===== config.mk =====
export PLATFORM = sky130hd
export DESIGN_NAME = amc_adc_ctrl
export DESIGN_NICKNAME = d
export VERILOG_FILES = /design/src/core/amc_pkg.sv /design/src/core/amc_adc_ctrl.sv
export SDC_FILE = /design/constraint.sdc
export NUM_CORES = 1
export LEC_CHECK = 0
export BUFFER_PORTS_ARGS = -buffer_cell sky130_fd_sc_hd__buf_4
export CAP_MARGIN = 40
export CORE_MARGIN = 4
export CORE_UTILIZATION = 58
export CTS_CLUSTER_DIAMETER = 100
export CTS_CLUSTER_SIZE = 16
export DETAILED_ROUTE_END_ITERATION = 8
export PLACE_DENSITY_LB_ADDON = 0.1
export SYNTH_ARGS = -nofsm -noshare
export SYNTH_HDL_FRONTEND = slang
export SYNTH_SLANG_ARGS = --single-unit

===== constraint.sdc =====
create_clock -name core_clk_in -period 10 [get_ports core_clk_in]
set_clock_uncertainty 0.2 [all_clocks]
set_input_delay 2 -clock core_clk_in [delete_from_list [all_inputs] [get_ports core_clk_in]]
set_output_delay 2 -clock core_clk_in [all_outputs]
set_load 0.05 [all_outputs]

===== src/core/amc_pkg.sv =====
// What this block does
// - Take two-to-the-N samples, N from config bits 5:3.
// - Channel select field bits 2:0 picks input.
// - Average result register holds mean of samples.
// - Minimum result register holds lowest sample.
// - Maximum result register holds highest sample.
// - Registers reached via I2C target 0x50/0x51.
// - Launch bit self-clears when conversion finishes.
package amc_pkg;

    // ------------------------------------------------------------
    // Register map
    // ------------------------------------------------------------
    localparam logic [6:0] DEV_ADDR      = 7'h28;
    localparam logic [7:0] REG_ENABLE    = 8'h50;
    localparam logic [7:0] REG_CONFIG    = 8'h51;
    localparam logic [7:0] REG_AVG       = 8'h53;
    localparam logic [7:0] REG_MIN       = 8'h54;
    localparam logic [7:0] REG_MAX       = 8'h55;
    localparam int         GO_BIT        = 0;
    localparam int         EXP_LSB       = 3;
    localparam int         EXP_MSB       = 5;
    localparam int         CHAN_LSB      = 0;
    localparam int         CHAN_MSB      = 2;
    localparam logic [5:0] CONFIG_RESET  = 6'h00;
    localparam logic [7:0] RESULT_RESET  = 8'h00;
    localparam logic [7:0] MIN_INIT      = 8'hFF;
    localparam logic [7:0] MAX_INIT      = 8'h00;

    // ------------------------------------------------------------
    // Channel codes
    // ------------------------------------------------------------
    localparam logic [2:0] CHAN_HAPTIC   = 3'h0;
    localparam logic [2:0] CHAN_MONITOR  = 3'h1;
    localparam logic [2:0] CHAN_CHARGER  = 3'h3;
    localparam logic [2:0] CHAN_SAFE     = 3'h4;
    localparam logic [2:0] CHAN_BOOST    = 3'h5;

    // ------------------------------------------------------------
    // Types
    // ------------------------------------------------------------
    typedef enum logic [5:0] {
        BUS_IDLE = 6'h01,
        BUS_ADDR = 6'h02,
        BUS_SACK = 6'h04,
        BUS_RX   = 6'h08,
        BUS_TX   = 6'h10,
        BUS_MACK = 6'h20
    } amc_bus_state_t;

    typedef enum logic [1:0] {
        CONV_IDLE = 2'h1,
        CONV_BUSY = 2'h2
    } amc_conv_state_t;

    typedef struct packed {
        amc_bus_state_t bst;
        logic           scl_q;
        logic           sda_q;
        logic [3:0]     bit_cnt;
        logic [7:0]     shift;
        logic [7:0]     ptr;
        logic           rw;
        logic           have_ptr;
        logic           nack;
        logic           sda_oe;
    } amc_i2c_t;

    typedef struct packed {
        amc_conv_state_t cst;
        logic            go;
        logic [5:0]      cfg;
        logic [2:0]      exp;
        logic [6:0]      cnt;
        logic [14:0]     sum;
        logic [7:0]      lo;
        logic [7:0]      hi;
        logic [7:0]      avg;
        logic [7:0]      min;
        logic [7:0]      max;
        logic            req;
    } amc_conv_t;

    typedef struct packed {
        amc_i2c_t  i2c;
        amc_conv_t conv;
    } amc_state_t;

endpackage


===== src/core/amc_adc_ctrl.sv =====
`timescale 1ns/1ns
module amc_adc_ctrl #(
    parameter int SAMPLE_W = 8
) (
    // Clock and reset
    input  wire logic                core_clk_in,
    input  wire logic                srst_in,
    // I2C target pins
    input  wire logic                scl_in,
    input  wire logic                sda_in,
    output logic                     sda_out,
    output logic                     sda_oe_out,
    // Converter side
    output logic [2:0]               input_channel_select_out,
    output logic                     sample_req_out,
    input  wire logic                sample_valid_in,
    input  wire logic [SAMPLE_W-1:0] sample_data_in,
    output logic                     conversion_busy_out
);

    // ------------------------------------------------------------
    // Checks and helpers
    // ------------------------------------------------------------
    if (SAMPLE_W != 8) begin : g_bad_width
        $error("SAMPLE_W must be 8 to match the result registers");
    end

    function automatic logic [6:0] last_index(input logic [2:0] e);
        last_index = 7'((8'h01 << e) - 8'h01);
    endfunction

    amc_pkg::amc_state_t s;
    amc_pkg::amc_state_t next_s;
    logic                wr_stb;
    logic [7:0]          wr_addr;
    logic [7:0]          wr_data;

    function automatic logic [7:0] read_reg(input amc_pkg::amc_conv_t c, input logic [7:0] a);
        case (a)
            amc_pkg::REG_ENABLE: read_reg = {7'h00, c.go};
            amc_pkg::REG_CONFIG: read_reg = {2'h0, c.cfg};
            amc_pkg::REG_AVG:    read_reg = c.avg;
            amc_pkg::REG_MIN:    read_reg = c.min;
            amc_pkg::REG_MAX:    read_reg = c.max;
            default:             read_reg = 8'h00;
        endcase
    endfunction

    wire scl_rise = scl_in & ~s.i2c.scl_q;
    wire scl_fall = ~scl_in & s.i2c.scl_q;
    wire bus_start = scl_in & s.i2c.scl_q & s.i2c.sda_q & ~sda_in;
    wire bus_stop = scl_in & s.i2c.scl_q & ~s.i2c.sda_q & sda_in;

    // ------------------------------------------------------------
    // Next state
    // ------------------------------------------------------------
    always_comb begin
        logic [14:0] nsum;
        logic [7:0]  nlo;
        logic [7:0]  nhi;
        logic [7:0]  rd;
        nsum = 15'h0000;
        nlo = 8'h00;
        nhi = 8'h00;
        rd = 8'h00;
        next_s = s;
        next_s.conv.req = 1'b0;
        next_s.i2c.scl_q = scl_in;
        next_s.i2c.sda_q = sda_in;
        wr_stb = 1'b0;
        wr_addr = s.i2c.ptr;
        wr_data = s.i2c.shift;

        // The I2C target: samples on SCL rise, changes SDA on SCL fall.
        if (bus_start) begin
            next_s.i2c.bst = amc_pkg::BUS_ADDR;
            next_s.i2c.bit_cnt = 4'h0;
            next_s.i2c.have_ptr = 1'b0;
            next_s.i2c.sda_oe = 1'b0;
        end else if (bus_stop) begin
            next_s.i2c.bst = amc_pkg::BUS_IDLE;
            next_s.i2c.sda_oe = 1'b0;
        end else begin
            case (s.i2c.bst)
                amc_pkg::BUS_IDLE: begin
                    next_s.i2c.sda_oe = 1'b0;
                end
                amc_pkg::BUS_ADDR, amc_pkg::BUS_RX: begin
                    if (scl_rise) begin
                        next_s.i2c.shift = {s.i2c.shift[6:0], sda_in};
                        next_s.i2c.bit_cnt = 4'(s.i2c.bit_cnt + 4'h1);
                    end else if (scl_fall && s.i2c.bit_cnt == 4'h8) begin
                        next_s.i2c.bit_cnt = 4'h0;
                        next_s.i2c.bst = amc_pkg::BUS_SACK;
                        next_s.i2c.sda_oe = 1'b1;
                        if (s.i2c.bst == amc_pkg::BUS_ADDR) begin
                            next_s.i2c.rw = s.i2c.shift[0];
                            if (s.i2c.shift[7:1] != amc_pkg::DEV_ADDR) begin
                                next_s.i2c.bst = amc_pkg::BUS_IDLE;
                                next_s.i2c.sda_oe = 1'b0;
                            end
                        end else if (!s.i2c.have_ptr) begin
                            next_s.i2c.ptr = s.i2c.shift;
                            next_s.i2c.have_ptr = 1'b1;
                        end else begin
                            wr_stb = 1'b1;
                            next_s.i2c.ptr = 8'(s.i2c.ptr + 8'h01);
                        end
                    end
                end
                amc_pkg::BUS_SACK: begin
                    if (scl_fall) begin
                        next_s.i2c.sda_oe = 1'b0;
                        next_s.i2c.bst = amc_pkg::BUS_RX;
                        if (s.i2c.rw) begin
                            rd = read_reg(s.conv, s.i2c.ptr);
                            next_s.i2c.shift = rd;
                            next_s.i2c.ptr = 8'(s.i2c.ptr + 8'h01);
                            next_s.i2c.sda_oe = ~rd[7];
                            next_s.i2c.bst = amc_pkg::BUS_TX;
                        end
                    end
                end
                amc_pkg::BUS_TX: begin
                    if (scl_fall) begin
                        next_s.i2c.shift = {s.i2c.shift[6:0], 1'b0};
                        next_s.i2c.bit_cnt = 4'(s.i2c.bit_cnt + 4'h1);
                        next_s.i2c.sda_oe = ~s.i2c.shift[6];
                        if (s.i2c.bit_cnt == 4'h7) begin
                            next_s.i2c.sda_oe = 1'b0;
                            next_s.i2c.bst = amc_pkg::BUS_MACK;
                        end
                    end
                end
                amc_pkg::BUS_MACK: begin
                    if (scl_rise) begin
                        next_s.i2c.nack = sda_in;
                    end else if (scl_fall) begin
                        next_s.i2c.bit_cnt = 4'h0;
                        if (s.i2c.nack) begin
                            next_s.i2c.bst = amc_pkg::BUS_IDLE;
                        end else begin
                            rd = read_reg(s.conv, s.i2c.ptr);
                            next_s.i2c.shift = rd;
                            next_s.i2c.ptr = 8'(s.i2c.ptr + 8'h01);
                            next_s.i2c.sda_oe = ~rd[7];
                            next_s.i2c.bst = amc_pkg::BUS_TX;
                        end
                    end
                end
                default: begin
                    next_s.i2c.bst = amc_pkg::BUS_IDLE;
                    next_s.i2c.sda_oe = 1'b0;
                end
            endcase
        end

        // Config may be rewritten mid-run; the exponent is latched at launch so the count holds.
        if (wr_stb && wr_addr == amc_pkg::REG_CONFIG) begin
            next_s.conv.cfg = wr_data[5:0];
        end
        case (s.conv.cst)
            amc_pkg::CONV_IDLE: begin
                if (wr_stb && wr_addr == amc_pkg::REG_ENABLE && wr_data[amc_pkg::GO_BIT]) begin
                    next_s.conv.go = 1'b1;
                    next_s.conv.exp = s.conv.cfg[amc_pkg::EXP_MSB:amc_pkg::EXP_LSB];
                    next_s.conv.cnt = 7'h00;
                    next_s.conv.sum = 15'h0000;
                    next_s.conv.lo = amc_pkg::MIN_INIT;
                    next_s.conv.hi = amc_pkg::MAX_INIT;
                    next_s.conv.req = 1'b1;
                    next_s.conv.cst = amc_pkg::CONV_BUSY;
                end
            end
            amc_pkg::CONV_BUSY: begin
                if (sample_valid_in) begin
                    nsum = 15'(s.conv.sum + {7'h00, sample_data_in});
                    nlo = (sample_data_in < s.conv.lo) ? sample_data_in : s.conv.lo;
                    nhi = (sample_data_in > s.conv.hi) ? sample_data_in : s.conv.hi;
                    next_s.conv.sum = nsum;
                    next_s.conv.lo = nlo;
                    next_s.conv.hi = nhi;
                    if (s.conv.cnt == last_index(s.conv.exp)) begin
                        next_s.conv.avg = 8'(nsum >> s.conv.exp);
                        next_s.conv.min = nlo;
                        next_s.conv.max = nhi;
                        next_s.conv.go = 1'b0;
                        next_s.conv.cst = amc_pkg::CONV_IDLE;
                    end else begin
                        next_s.conv.cnt = 7'(s.conv.cnt + 7'h01);
                        next_s.conv.req = 1'b1;
                    end
                end
            end
            default: begin
                next_s.conv.cst = amc_pkg::CONV_IDLE;
            end
        endcase
    end

    // ------------------------------------------------------------
    // State register
    // ------------------------------------------------------------
    always_ff @(posedge core_clk_in) begin
        if (srst_in) begin
            s <= '0;
            s.i2c.bst <= amc_pkg::BUS_IDLE;
            s.i2c.scl_q <= 1'b1;
            s.i2c.sda_q <= 1'b1;
            s.conv.cst <= amc_pkg::CONV_IDLE;
            s.conv.cfg <= amc_pkg::CONFIG_RESET;
            s.conv.avg <= amc_pkg::RESULT_RESET;
            s.conv.min <= amc_pkg::RESULT_RESET;
            s.conv.max <= amc_pkg::RESULT_RESET;
        end else begin
            s <= next_s;
        end
    end

    assign sda_out = 1'b0;
    assign sda_oe_out = s.i2c.sda_oe;
    assign input_channel_select_out = s.conv.cfg[amc_pkg::CHAN_MSB:amc_pkg::CHAN_LSB];
    assign sample_req_out = s.conv.req;
    assign conversion_busy_out = s.conv.go;

    // ------------------------------------------------------------
    // Assertions
    // ------------------------------------------------------------
    a_go_self_clear: assert property (@(posedge core_clk_in) disable iff (srst_in)
        s.conv.cst == amc_pkg::CONV_BUSY && sample_valid_in && s.conv.cnt == last_index(s.conv.exp)
        |=> !s.conv.go && s.conv.cst == amc_pkg::CONV_IDLE) else $error("launch bit did not clear");
    a_launch_resets: assert property (@(posedge core_clk_in) disable iff (srst_in)
        s.conv.cst == amc_pkg::CONV_BUSY && $rose(s.conv.go)
        |-> s.conv.sum == 15'h0000 && s.conv.lo == 8'hFF && s.conv.hi == 8'h00 && sample_req_out)
        else $error("trackers not reset at launch");
    a_min_tracker: assert property (@(posedge core_clk_in) disable iff (srst_in)
        s.conv.cst == amc_pkg::CONV_BUSY && sample_valid_in |=> s.conv.lo <= $past(sample_data_in))
        else $error("minimum tracker above a sample");
    a_max_tracker: assert property (@(posedge core_clk_in) disable iff (srst_in)
        s.conv.cst == amc_pkg::CONV_BUSY && sample_valid_in |=> s.conv.hi >= $past(sample_data_in))
        else $error("maximum tracker below a sample");
    a_avg_bounded: assert property (@(posedge core_clk_in) disable iff (srst_in)
        $fell(s.conv.go) |-> s.conv.min <= s.conv.avg && s.conv.avg <= s.conv.max)
        else $error("average outside min and max");
    a_single_sample: assert property (@(posedge core_clk_in) disable iff (srst_in)
        s.conv.cst == amc_pkg::CONV_BUSY && s.conv.exp == 3'h0 && sample_valid_in
        |=> s.conv.avg == $past(sample_data_in) && s.conv.max == $past(sample_data_in) && !s.conv.go)
        else $error("single sample result wrong");
    a_results_steady: assert property (@(posedge core_clk_in) disable iff (srst_in)
        s.conv.go && $past(s.conv.go) |-> $stable(s.conv.avg) && $stable(s.conv.min) && $stable(s.conv.max))
        else $error("results changed mid conversion");
    a_addr_ack: assert property (@(posedge core_clk_in) disable iff (srst_in)
        s.i2c.bst == amc_pkg::BUS_ADDR && scl_fall && s.i2c.bit_cnt == 4'h8 && !bus_start && !bus_stop
        |=> sda_oe_out == ($past(s.i2c.shift[7:1]) == amc_pkg::DEV_ADDR))
        else $error("address acknowledge wrong");
    a_channel_out: assert property (@(posedge core_clk_in) disable iff (srst_in)
        wr_stb && wr_addr == amc_pkg::REG_CONFIG |=> input_channel_select_out == $past(wr_data[2:0]))
        else $error("channel select not routed");

endmodule


Word-level counts from Yosys, hierarchy flattened --
Index checks and enable logic that the tools add are counted.
Storage, ports and cells: bits in writable memories 0, memories 0, word-level logic and storage cells 196, register bits after elaboration 107, ROM bits 0, bits in latches 0, output and inout bits 7
Cells by class: shift-type cells 2, add/sub/neg operators 5, mux-type cells 78, div/mod/pow operators 0, reductions and logical operators 26, bitwise operators 19, multiply operators 0, $lt $le $gt $ge 2, equal/unequal tests 41
Operator list (number):
- $mux W8 | 16
- $pmux W38 S2 | 1
- $mux W63 | 1
- $mux W16 | 3
- $mux W6 | 8
- $eq A8 B7 Y1 const B | 5
- $mux W20 | 2
- $pmux W8 S5 | 1
- $mux W38 | 1
- $pmux W8 S4 | 1
- $ne A2 B2 Y1 const B | 15
- $pmux W6 S5 | 1
- $ne A4 B4 Y1 const B | 7
- $mux W24 | 1
- $pmux W8 S3 | 1
- $mux W1 | 22
- $mux W10 | 2
- $reduce_and A8 Y1 | 2
- $add A15 B8 Y15 | 1
- $shr A15 B3 Y8 | 1
- $mux W12 | 1
- $mux W3 | 4
- $not A1 Y1 | 12
- $pmux W4 S3 | 1
- other kinds (42) | 63

Longest topological paths before layout --
Gate-level depths: netlist of run 1.
depth in word-level cells 13, mapped depth 14, mapped depth without buffers 10

Least setup slack after synthesis of run 1 --
Ideal clock, no wire load.
path type in2reg, start point input sample_data_in[0], end point register s[55] in the netlist's numbering, arrival time 4363 ps, setup time 70 ps, data required time 9730 ps, path slack 5367 ps, stages 9, cell sequence ha_1 -> inv_1 -> fa_1 -> nand2b_1 -> a211oi_1 -> o211ai_1 -> nor3_1 -> or3b_2 -> a21oi_1
On the way: longest elaborated chain between the ends 3
RTL lines:
- start, declared | RTL line amc_adc_ctrl.sv:17 | input wire logic [SAMPLE_W-1:0] sample_data_in,
- $add A15 B8 Y15 | RTL line amc_adc_ctrl.sv:177 | nsum = 15'(s.conv.sum + {7'h00, sample_data_in});
- $mux W63 | RTL line amc_adc_ctrl.sv:176 | if (sample_valid_in) begin
- $pmux W38 S2 | RTL line amc_adc_ctrl.sv:162 | case (s.conv.cst)
- end signal, assigned | RTL line amc_adc_ctrl.sv:216 | s <= next_s;
- end, declared | RTL line amc_adc_ctrl.sv:32 | amc_pkg::amc_state_t s;
No other way between the ends. The select of a mux whose other input is x is not followed. A chain may end at the register's enable or synchronous reset.

Worst setup path after layout of run 1 --
start point input sample_data_in[0], end point register s[19] in the netlist's numbering
On the way: longest elaborated chain between the ends 2
RTL lines:
- $add A15 B8 Y15 | RTL line amc_adc_ctrl.sv:177
- $shr A15 B3 Y8 | RTL line amc_adc_ctrl.sv:184 | next_s.conv.avg = 8'(nsum >> s.conv.exp);
No other way between the ends.

==> out/metrics.cfg, run 1 <==
[logic_synthesis]
postSynthCellCount = 902
yosysWarnings = 0
ys_types = 80
ys.flop_type = dfxtp_1
synth_fp_nets = 948
ys_ff_latch = 107
syn-cell-area_mm2 = 0.00708
synth_edf_count = 0
syn_area_per_cell_um2 = 7.85
synth-async-reset-ratio = 0
yosysSeqAreaShare = 0.303

[clocking]
numCtsBuffers = 9
cts_hold_buf = 0
path_clk_slew_ps = 70
cts_tree = yes
cts.sinks = 107
htreeDepth = 3
clk_latency_ps = 360
ctsResizeCount = 0
clock_path_buffers = 2
post_cts_buffers = 0
cts-root-buf = clkbuf_16

[run]
max-cap-violations = 0

[global_route]
grt_first_pass_wirelength_mm = 30.1
grt_max_degree = 64
overflow = 0
grt_pass1_vias = 6059
antenna_found_initial = 0
grt.total_usage = 0.259

[detailed_routing]
vias_per_cell = 6.51
drcViolationCount = 0
ant_nets = 0
firstDrtPassIters = 7
finalWirelength_mm = 18.6
drt_iter0_markers = 611
wl_per_cell_um = 18.1
num_vias = 6674

[die]
die_h_um = 118
rows = 40
die-area_mm2 = 0.0140
io_pins = 20
start_util = 0.592
core-area_mm2 = 0.0120
die_x_um = 118

[timing]
setup_tns_ps = 0
period_needed_ps = 4750
max_freq_mhz = 210
hold_viol = 0
maxSlewHeadroom = 0.371
maxSlewViolCount = 0
tightestPinTransition_ps = 936
setup_viol = 0
fin_hold_ws_ps = 257
min_period_over_period = 0.475
rsz0062_at_grt = false

[placed_design]
hpwl_mm = 13.3
gp_congestion = 0.924
placed_cells = 1009
placed_area_mm2 = 0.00718
io_buffers = 18

[setup_path]
arrival_ps = 4820
start_kind = primary input
cp_max_fo = 6
cp-end-kind = register
crit_required_ps = 10070
path_class = in2reg

[pwr]
powerDensity_mw_per_mm2 = 114
ir_worst_vdd_mv = 0.0768
total_power_uw = 853
p_leak_nw = 2.71

[finish]
fin_cells = 1025
drive_above_1_share = 0.0957
syn_to_final_growth_pct = 5.39
stdcell_area_mm2 = 0.00746
nNetsFinal = 919
antenna_cells = 0

[run_status]
status = completed

[min_path]
holdCritPathClass = reg2reg

-- logic make-up after synthesis --
family	share of synthesized area
simple gates	0.232
compound gates	0.261
flops	0.303
buf+inv	0.0571
mux	0.0528
fa+ha+maj	0.0594
xor+xnor	0.0346
other cells	0.000530
-- stage by stage --
stage                      util  setup WS, ps
final                     0.624          5250
after global routing      0.624          4940
after CTS                 0.624          5270
after detailed placement  0.600          4880
after global placement    0.598          4960
after floorplan               -          5370
-- cell usage after synthesis (6+ instances only) --
library cell | number | area (um^2)
a211o_1 | 10 | 87.6
a211oi_1 | 21 | 158
a21oi_1 | 63 | 315
a31oi_1 | 9 | 56.3
and2_1 | 6 | 37.5
buf_2 | 8 | 40.0
clkbuf_1 | 48 | 180
dfxtp_1 | 107 | 2140
ha_1 | 32 | 400
inv_1 | 34 | 128
mux2_2 | 11 | 124
mux2i_1 | 25 | 250
nand2_1 | 97 | 364
nand2b_1 | 16 | 100
nand3_1 | 39 | 195
nand4_1 | 11 | 68.8
nor2_1 | 92 | 345
nor3_1 | 29 | 145
o211ai_1 | 11 | 82.6
o21ai_0 | 41 | 205
o221a_2 | 13 | 146
o22ai_1 | 8 | 50.1
o31ai_1 | 24 | 180
or3_1 | 6 | 37.5
xnor2_1 | 20 | 175
xor2_1 | 8 | 70.1
-- power breakdown --
group / internal (mW) / total [mW] / switching [mW]
registers: 0.429 / 0.432 / 0.00365
clock network: 0.177 / 0.347 / 0.170
logic: 0.0256 / 0.0745 / 0.0488
total: 0.631 / 0.853 / 0.222
-- cell type report --
class                      instances  area [um^2]
sequential                       107         2140
fill                            1025         4500
clock buffer                      11          243
clock inverter                     5         37.5
timing repair buffer              25          190
multi-input combinational        695         4530
tap                              147          184
inverter                          35          131
-- path summary, 6_finish.rpt --
kind         cells past startpoint  endpoint  slack, ps              start
max                             11     s[19]       5250  sample_data_in[0]
min                              2     s[43]        260              s[43]
max reg2reg                     11     s[24]       5780              s[65]
min reg2reg                      2     s[43]        260              s[43]
-- per-layer routing --
layer | GRT usage | part of all wire | wire [um] | vias up
li1 | - | - | - | 3256
met1 | 0.328 | 0.44 | 8140 | 3142
met2 | 0.446 | 0.48 | 8910 | 239
met3 | 0.0507 | 0.061 | 1130 | 37
met4 | 0.0782 | 0.021 | 398 | 0
met5 | 0 | 0 | 0 | -
-- layout by cell type (no fill, tap or decap), types with 6 or more instances in the layout --
master     Yosys  final
dfxtp_1      107    107
nand2_1       97     97
nor2_1        92     92
a21oi_1       63     63
o21ai_0       41     41
nand3_1       39     39
inv_1         34     34
ha_1          32     32
nor3_1        29     29
mux2i_1       25     25
o31ai_1       24     24
buf_4          5     22
a211oi_1      21     21
xnor2_1       20     20
nand2b_1      16     16
o221a_2       13     13
nand4_1       11     11
mux2_2        11     11
o211ai_1      11     11
a211o_1       10     10
a31oi_1        9      9
clkbuf_16      0      9
xor2_1         8      8
o22ai_1        8      8
and2_1         6      6
or3_1          6      6
-- sequential cells by signal, summed over array words and instances (netlist names) --
name and cells:
wr_addr 8, conversion_busy_out 1, sda_oe_out 1, input_channel_select_out 3
wr_data 8, s 85, sample_req_out 1
-- worst max-delay path, stage by stage --
cell,delay [ps]
buf_4,110
ha_1,160
inv_1,50
fa_1,380
nand2b_1,180
a211oi_1,550
nor2_1,230
a31o_2,290
o31ai_1,420
o211ai_1,170
a311oi_1,260
Power figures use the tool's default switching activity.
==> inputs of run 2 (changes only) <==
--- a/config.mk
+++ b/config.mk
@@ -5,6 +5,7 @@
 export SDC_FILE = /design/constraint.sdc
 export NUM_CORES = 1
 export LEC_CHECK = 0
+export ABC_AREA = 1
 export BUFFER_PORTS_ARGS = -buffer_cell sky130_fd_sc_hd__buf_4
 export CAP_MARGIN = 40
 export CORE_MARGIN = 4
==> constraint.sdc (replaced) <==
create_clock -name core_clk_in -period 4.5 [get_ports core_clk_in]
set_clock_uncertainty 0.2 [all_clocks]
set_input_delay 0.9 -clock core_clk_in [delete_from_list [all_inputs] [get_ports core_clk_in]]
set_output_delay 0.9 -clock core_clk_in [all_outputs]
set_load 0.05 [all_outputs]
==> run 2 against run 1 <==
Effect of this change: sequential power increased to 2.8 times the previous value; global-route usage about the same; routed wire length decreased by 7.3%; combinational power increased to 17 times the previous value; first-iteration DRC count decreased by 17%; critical path depth increased by 2; non-clock buffer count decreased by 5; largest power group is now combinational cells; total power increased to 3.9 times the previous value; clock-buffer cell count decreased by 2; highest routed layer unchanged.
==> out/metrics.cfg, run 2 <==
[die]
die_x_um = 117
rows = 39
die_h_um = 117
start_util = 0.601
die-area_mm2 = 0.0138
io_pins = 20
core-area_mm2 = 0.0116

[logic_synthesis]
synth_area_leader_cell = dfxtp_1
synth_top_family_by_area = simple AND/OR/NAND/NOR gates
synth_top_area_frac = 0.308
synth_edf_count = 0
synthXorXnorAreaFrac = 0.0177
yosys-top-cells-area = dfxtp_1, nand2_1, nor2_1
yosysWarnings = 0
syn_area_per_cell_um2 = 6.38
syn-cell-area_mm2 = 0.00695
ys.flop_type = dfxtp_1
synth_fp_nets = 1135
synthMuxAreaShare = 0
yosysSeqAreaShare = 0.308
ys_top_cells_by_count = nand2_1, nor2_1, inv_1
synthSimpleGateAreaFrac = 0.342
synth-async-reset-ratio = 0
synth_compound_area_frac = 0.169
synthAdderAreaFrac = 0.0605
synth.most_common_cell = nand2_1
ys_types = 50
postSynthCellCount = 1089
ys_ff_latch = 107

[placed_design]
gp_congestion = 0.914
io_buffers = 18
dpl_worst_slack_ps = 964
placed_area_mm2 = 0.00706
hpwl_mm = 12.8

[setup_path]
crit_required_ps = 4600
cp-end-kind = register
cp_max_fo = 31
reg2reg_setup_slack_ps = 1240
arrival_ps = 3360
path_class = reg2reg
start_kind = register

[timing]
hold_viol = 0
min_period_over_period = 0.724
max_freq_mhz = 307
tightestPinTransition_ps = 905
rsz0062_at_grt = false
setup_viol = 0
layout_setup_ws_ps = 1240
maxSlewViolCount = 0
maxSlewHeadroom = 0.393
setup_tns_ps = 0
period_needed_ps = 3260

[detailed_routing]
drcViolationCount = 0
wl_per_cell_um = 14.0
finalWirelength_mm = 17.2
firstDrtPassIters = 5
vias_per_cell = 5.53
ant_nets = 0
drt_iter0_markers = 505
num_vias = 6819

[clocking]
cts_hold_buf = 0
path_clk_slew_ps = 70
cts_tree = yes
htreeDepth = 3
clk_latency_ps = 360
clock_path_buffers = 2
cts.sinks = 107
numCtsBuffers = 9
post_cts_buffers = 0
ctsResizeCount = 0
cts-root-buf = clkbuf_16

[finish]
stdcell_area_mm2 = 0.00740
nNetsFinal = 1130
mostFrequentLayoutCell = nand2_1
syn_to_final_growth_pct = 6.50
final_cell_mix = nand2_1, nor2_1, inv_1
antenna_cells = 0
utilization = 0.640
largest_register_ffs = 85
regMostFlops = s
drive_above_1_share = 0.0533

[run_status]
status = completed

[run]
max-cap-violations = 0

[global_route]
grt.total_usage = 0.259
overflow = 0
antenna_found_initial = 0
grt_pass1_vias = 6457
grt_first_pass_wirelength_mm = 30.1
grt_max_degree = 57

[pwr]
ir_worst_vdd_mv = 0.235
powerDensity_mw_per_mm2 = 451
total_power_mw = 3.33
p_leak_nw = 3.26

[min_path]
holdCritPathClass = reg2reg

## run 2: layout make-up
type	instances	area [um^2]
clock inverters	7	108
clock buffers	9	225
fillers	1109	4170
repair buffers	20	150
multi-input cells	814	4100
inverters	132	498
flip-flops and latches	107	2140
well taps	143	179
## run 2: per-stage QoR
stage                     std cells  hold WS (ps)
after floorplan                1089           239
after global placement         1216           260
after detailed placement       1216           266
after CTS                      1232           277
after global routing           1232           299
final                          1232           273
## run 2: path summary, 6_finish.rpt
| check | cells after the start | endpoint | startpoint |
|---|---|---|---|
| setup / recovery | 13 | s[18] | s[65] |
| hold / removal | 2 | s[5] | s[5] |
| setup reg to reg | 13 | s[18] | s[65] |
| hold reg to reg | 2 | s[5] | s[5] |
## run 2: metal layers
metal,up-vias,share of wire,GRT usage
met5,-,0,0
met4,0,0.023,0.0880
met3,29,0.056,0.0448
met2,179,0.47,0.441
met1,3043,0.45,0.333
li1,3568,-,-
## run 2: kinds of logic (layout without fill, tap and decap cells)
group,count (synthesis),after routing
AOI/OAI and AO/OA,216,216
DFF,107,107
buffers and inverters,168,168
other,1,1
xor gates and xnor gates,14,14
adders and majority gates,33,33
and+or+nand+nor,550,550
## run 2: worst max-delay path, cell delays in order (launching register included)
cell and delay, ps:
dfxtp_1 660, inv_1 350, nand2_1 190, ha_1 260
xnor2_1 130, nor2_1 120, nand2_2 80, nor3_4 220
nand3_4 170, nor2_8 380, inv_4 170, a21oi_1 160
nand2_1 60, inv_1 40
## run 2: report_power, final
part	internal [mW]	switching, mW
combinational	0.381	0.857
sequential	1.10	0.108
clock	0.499	0.388
total	1.98	1.35
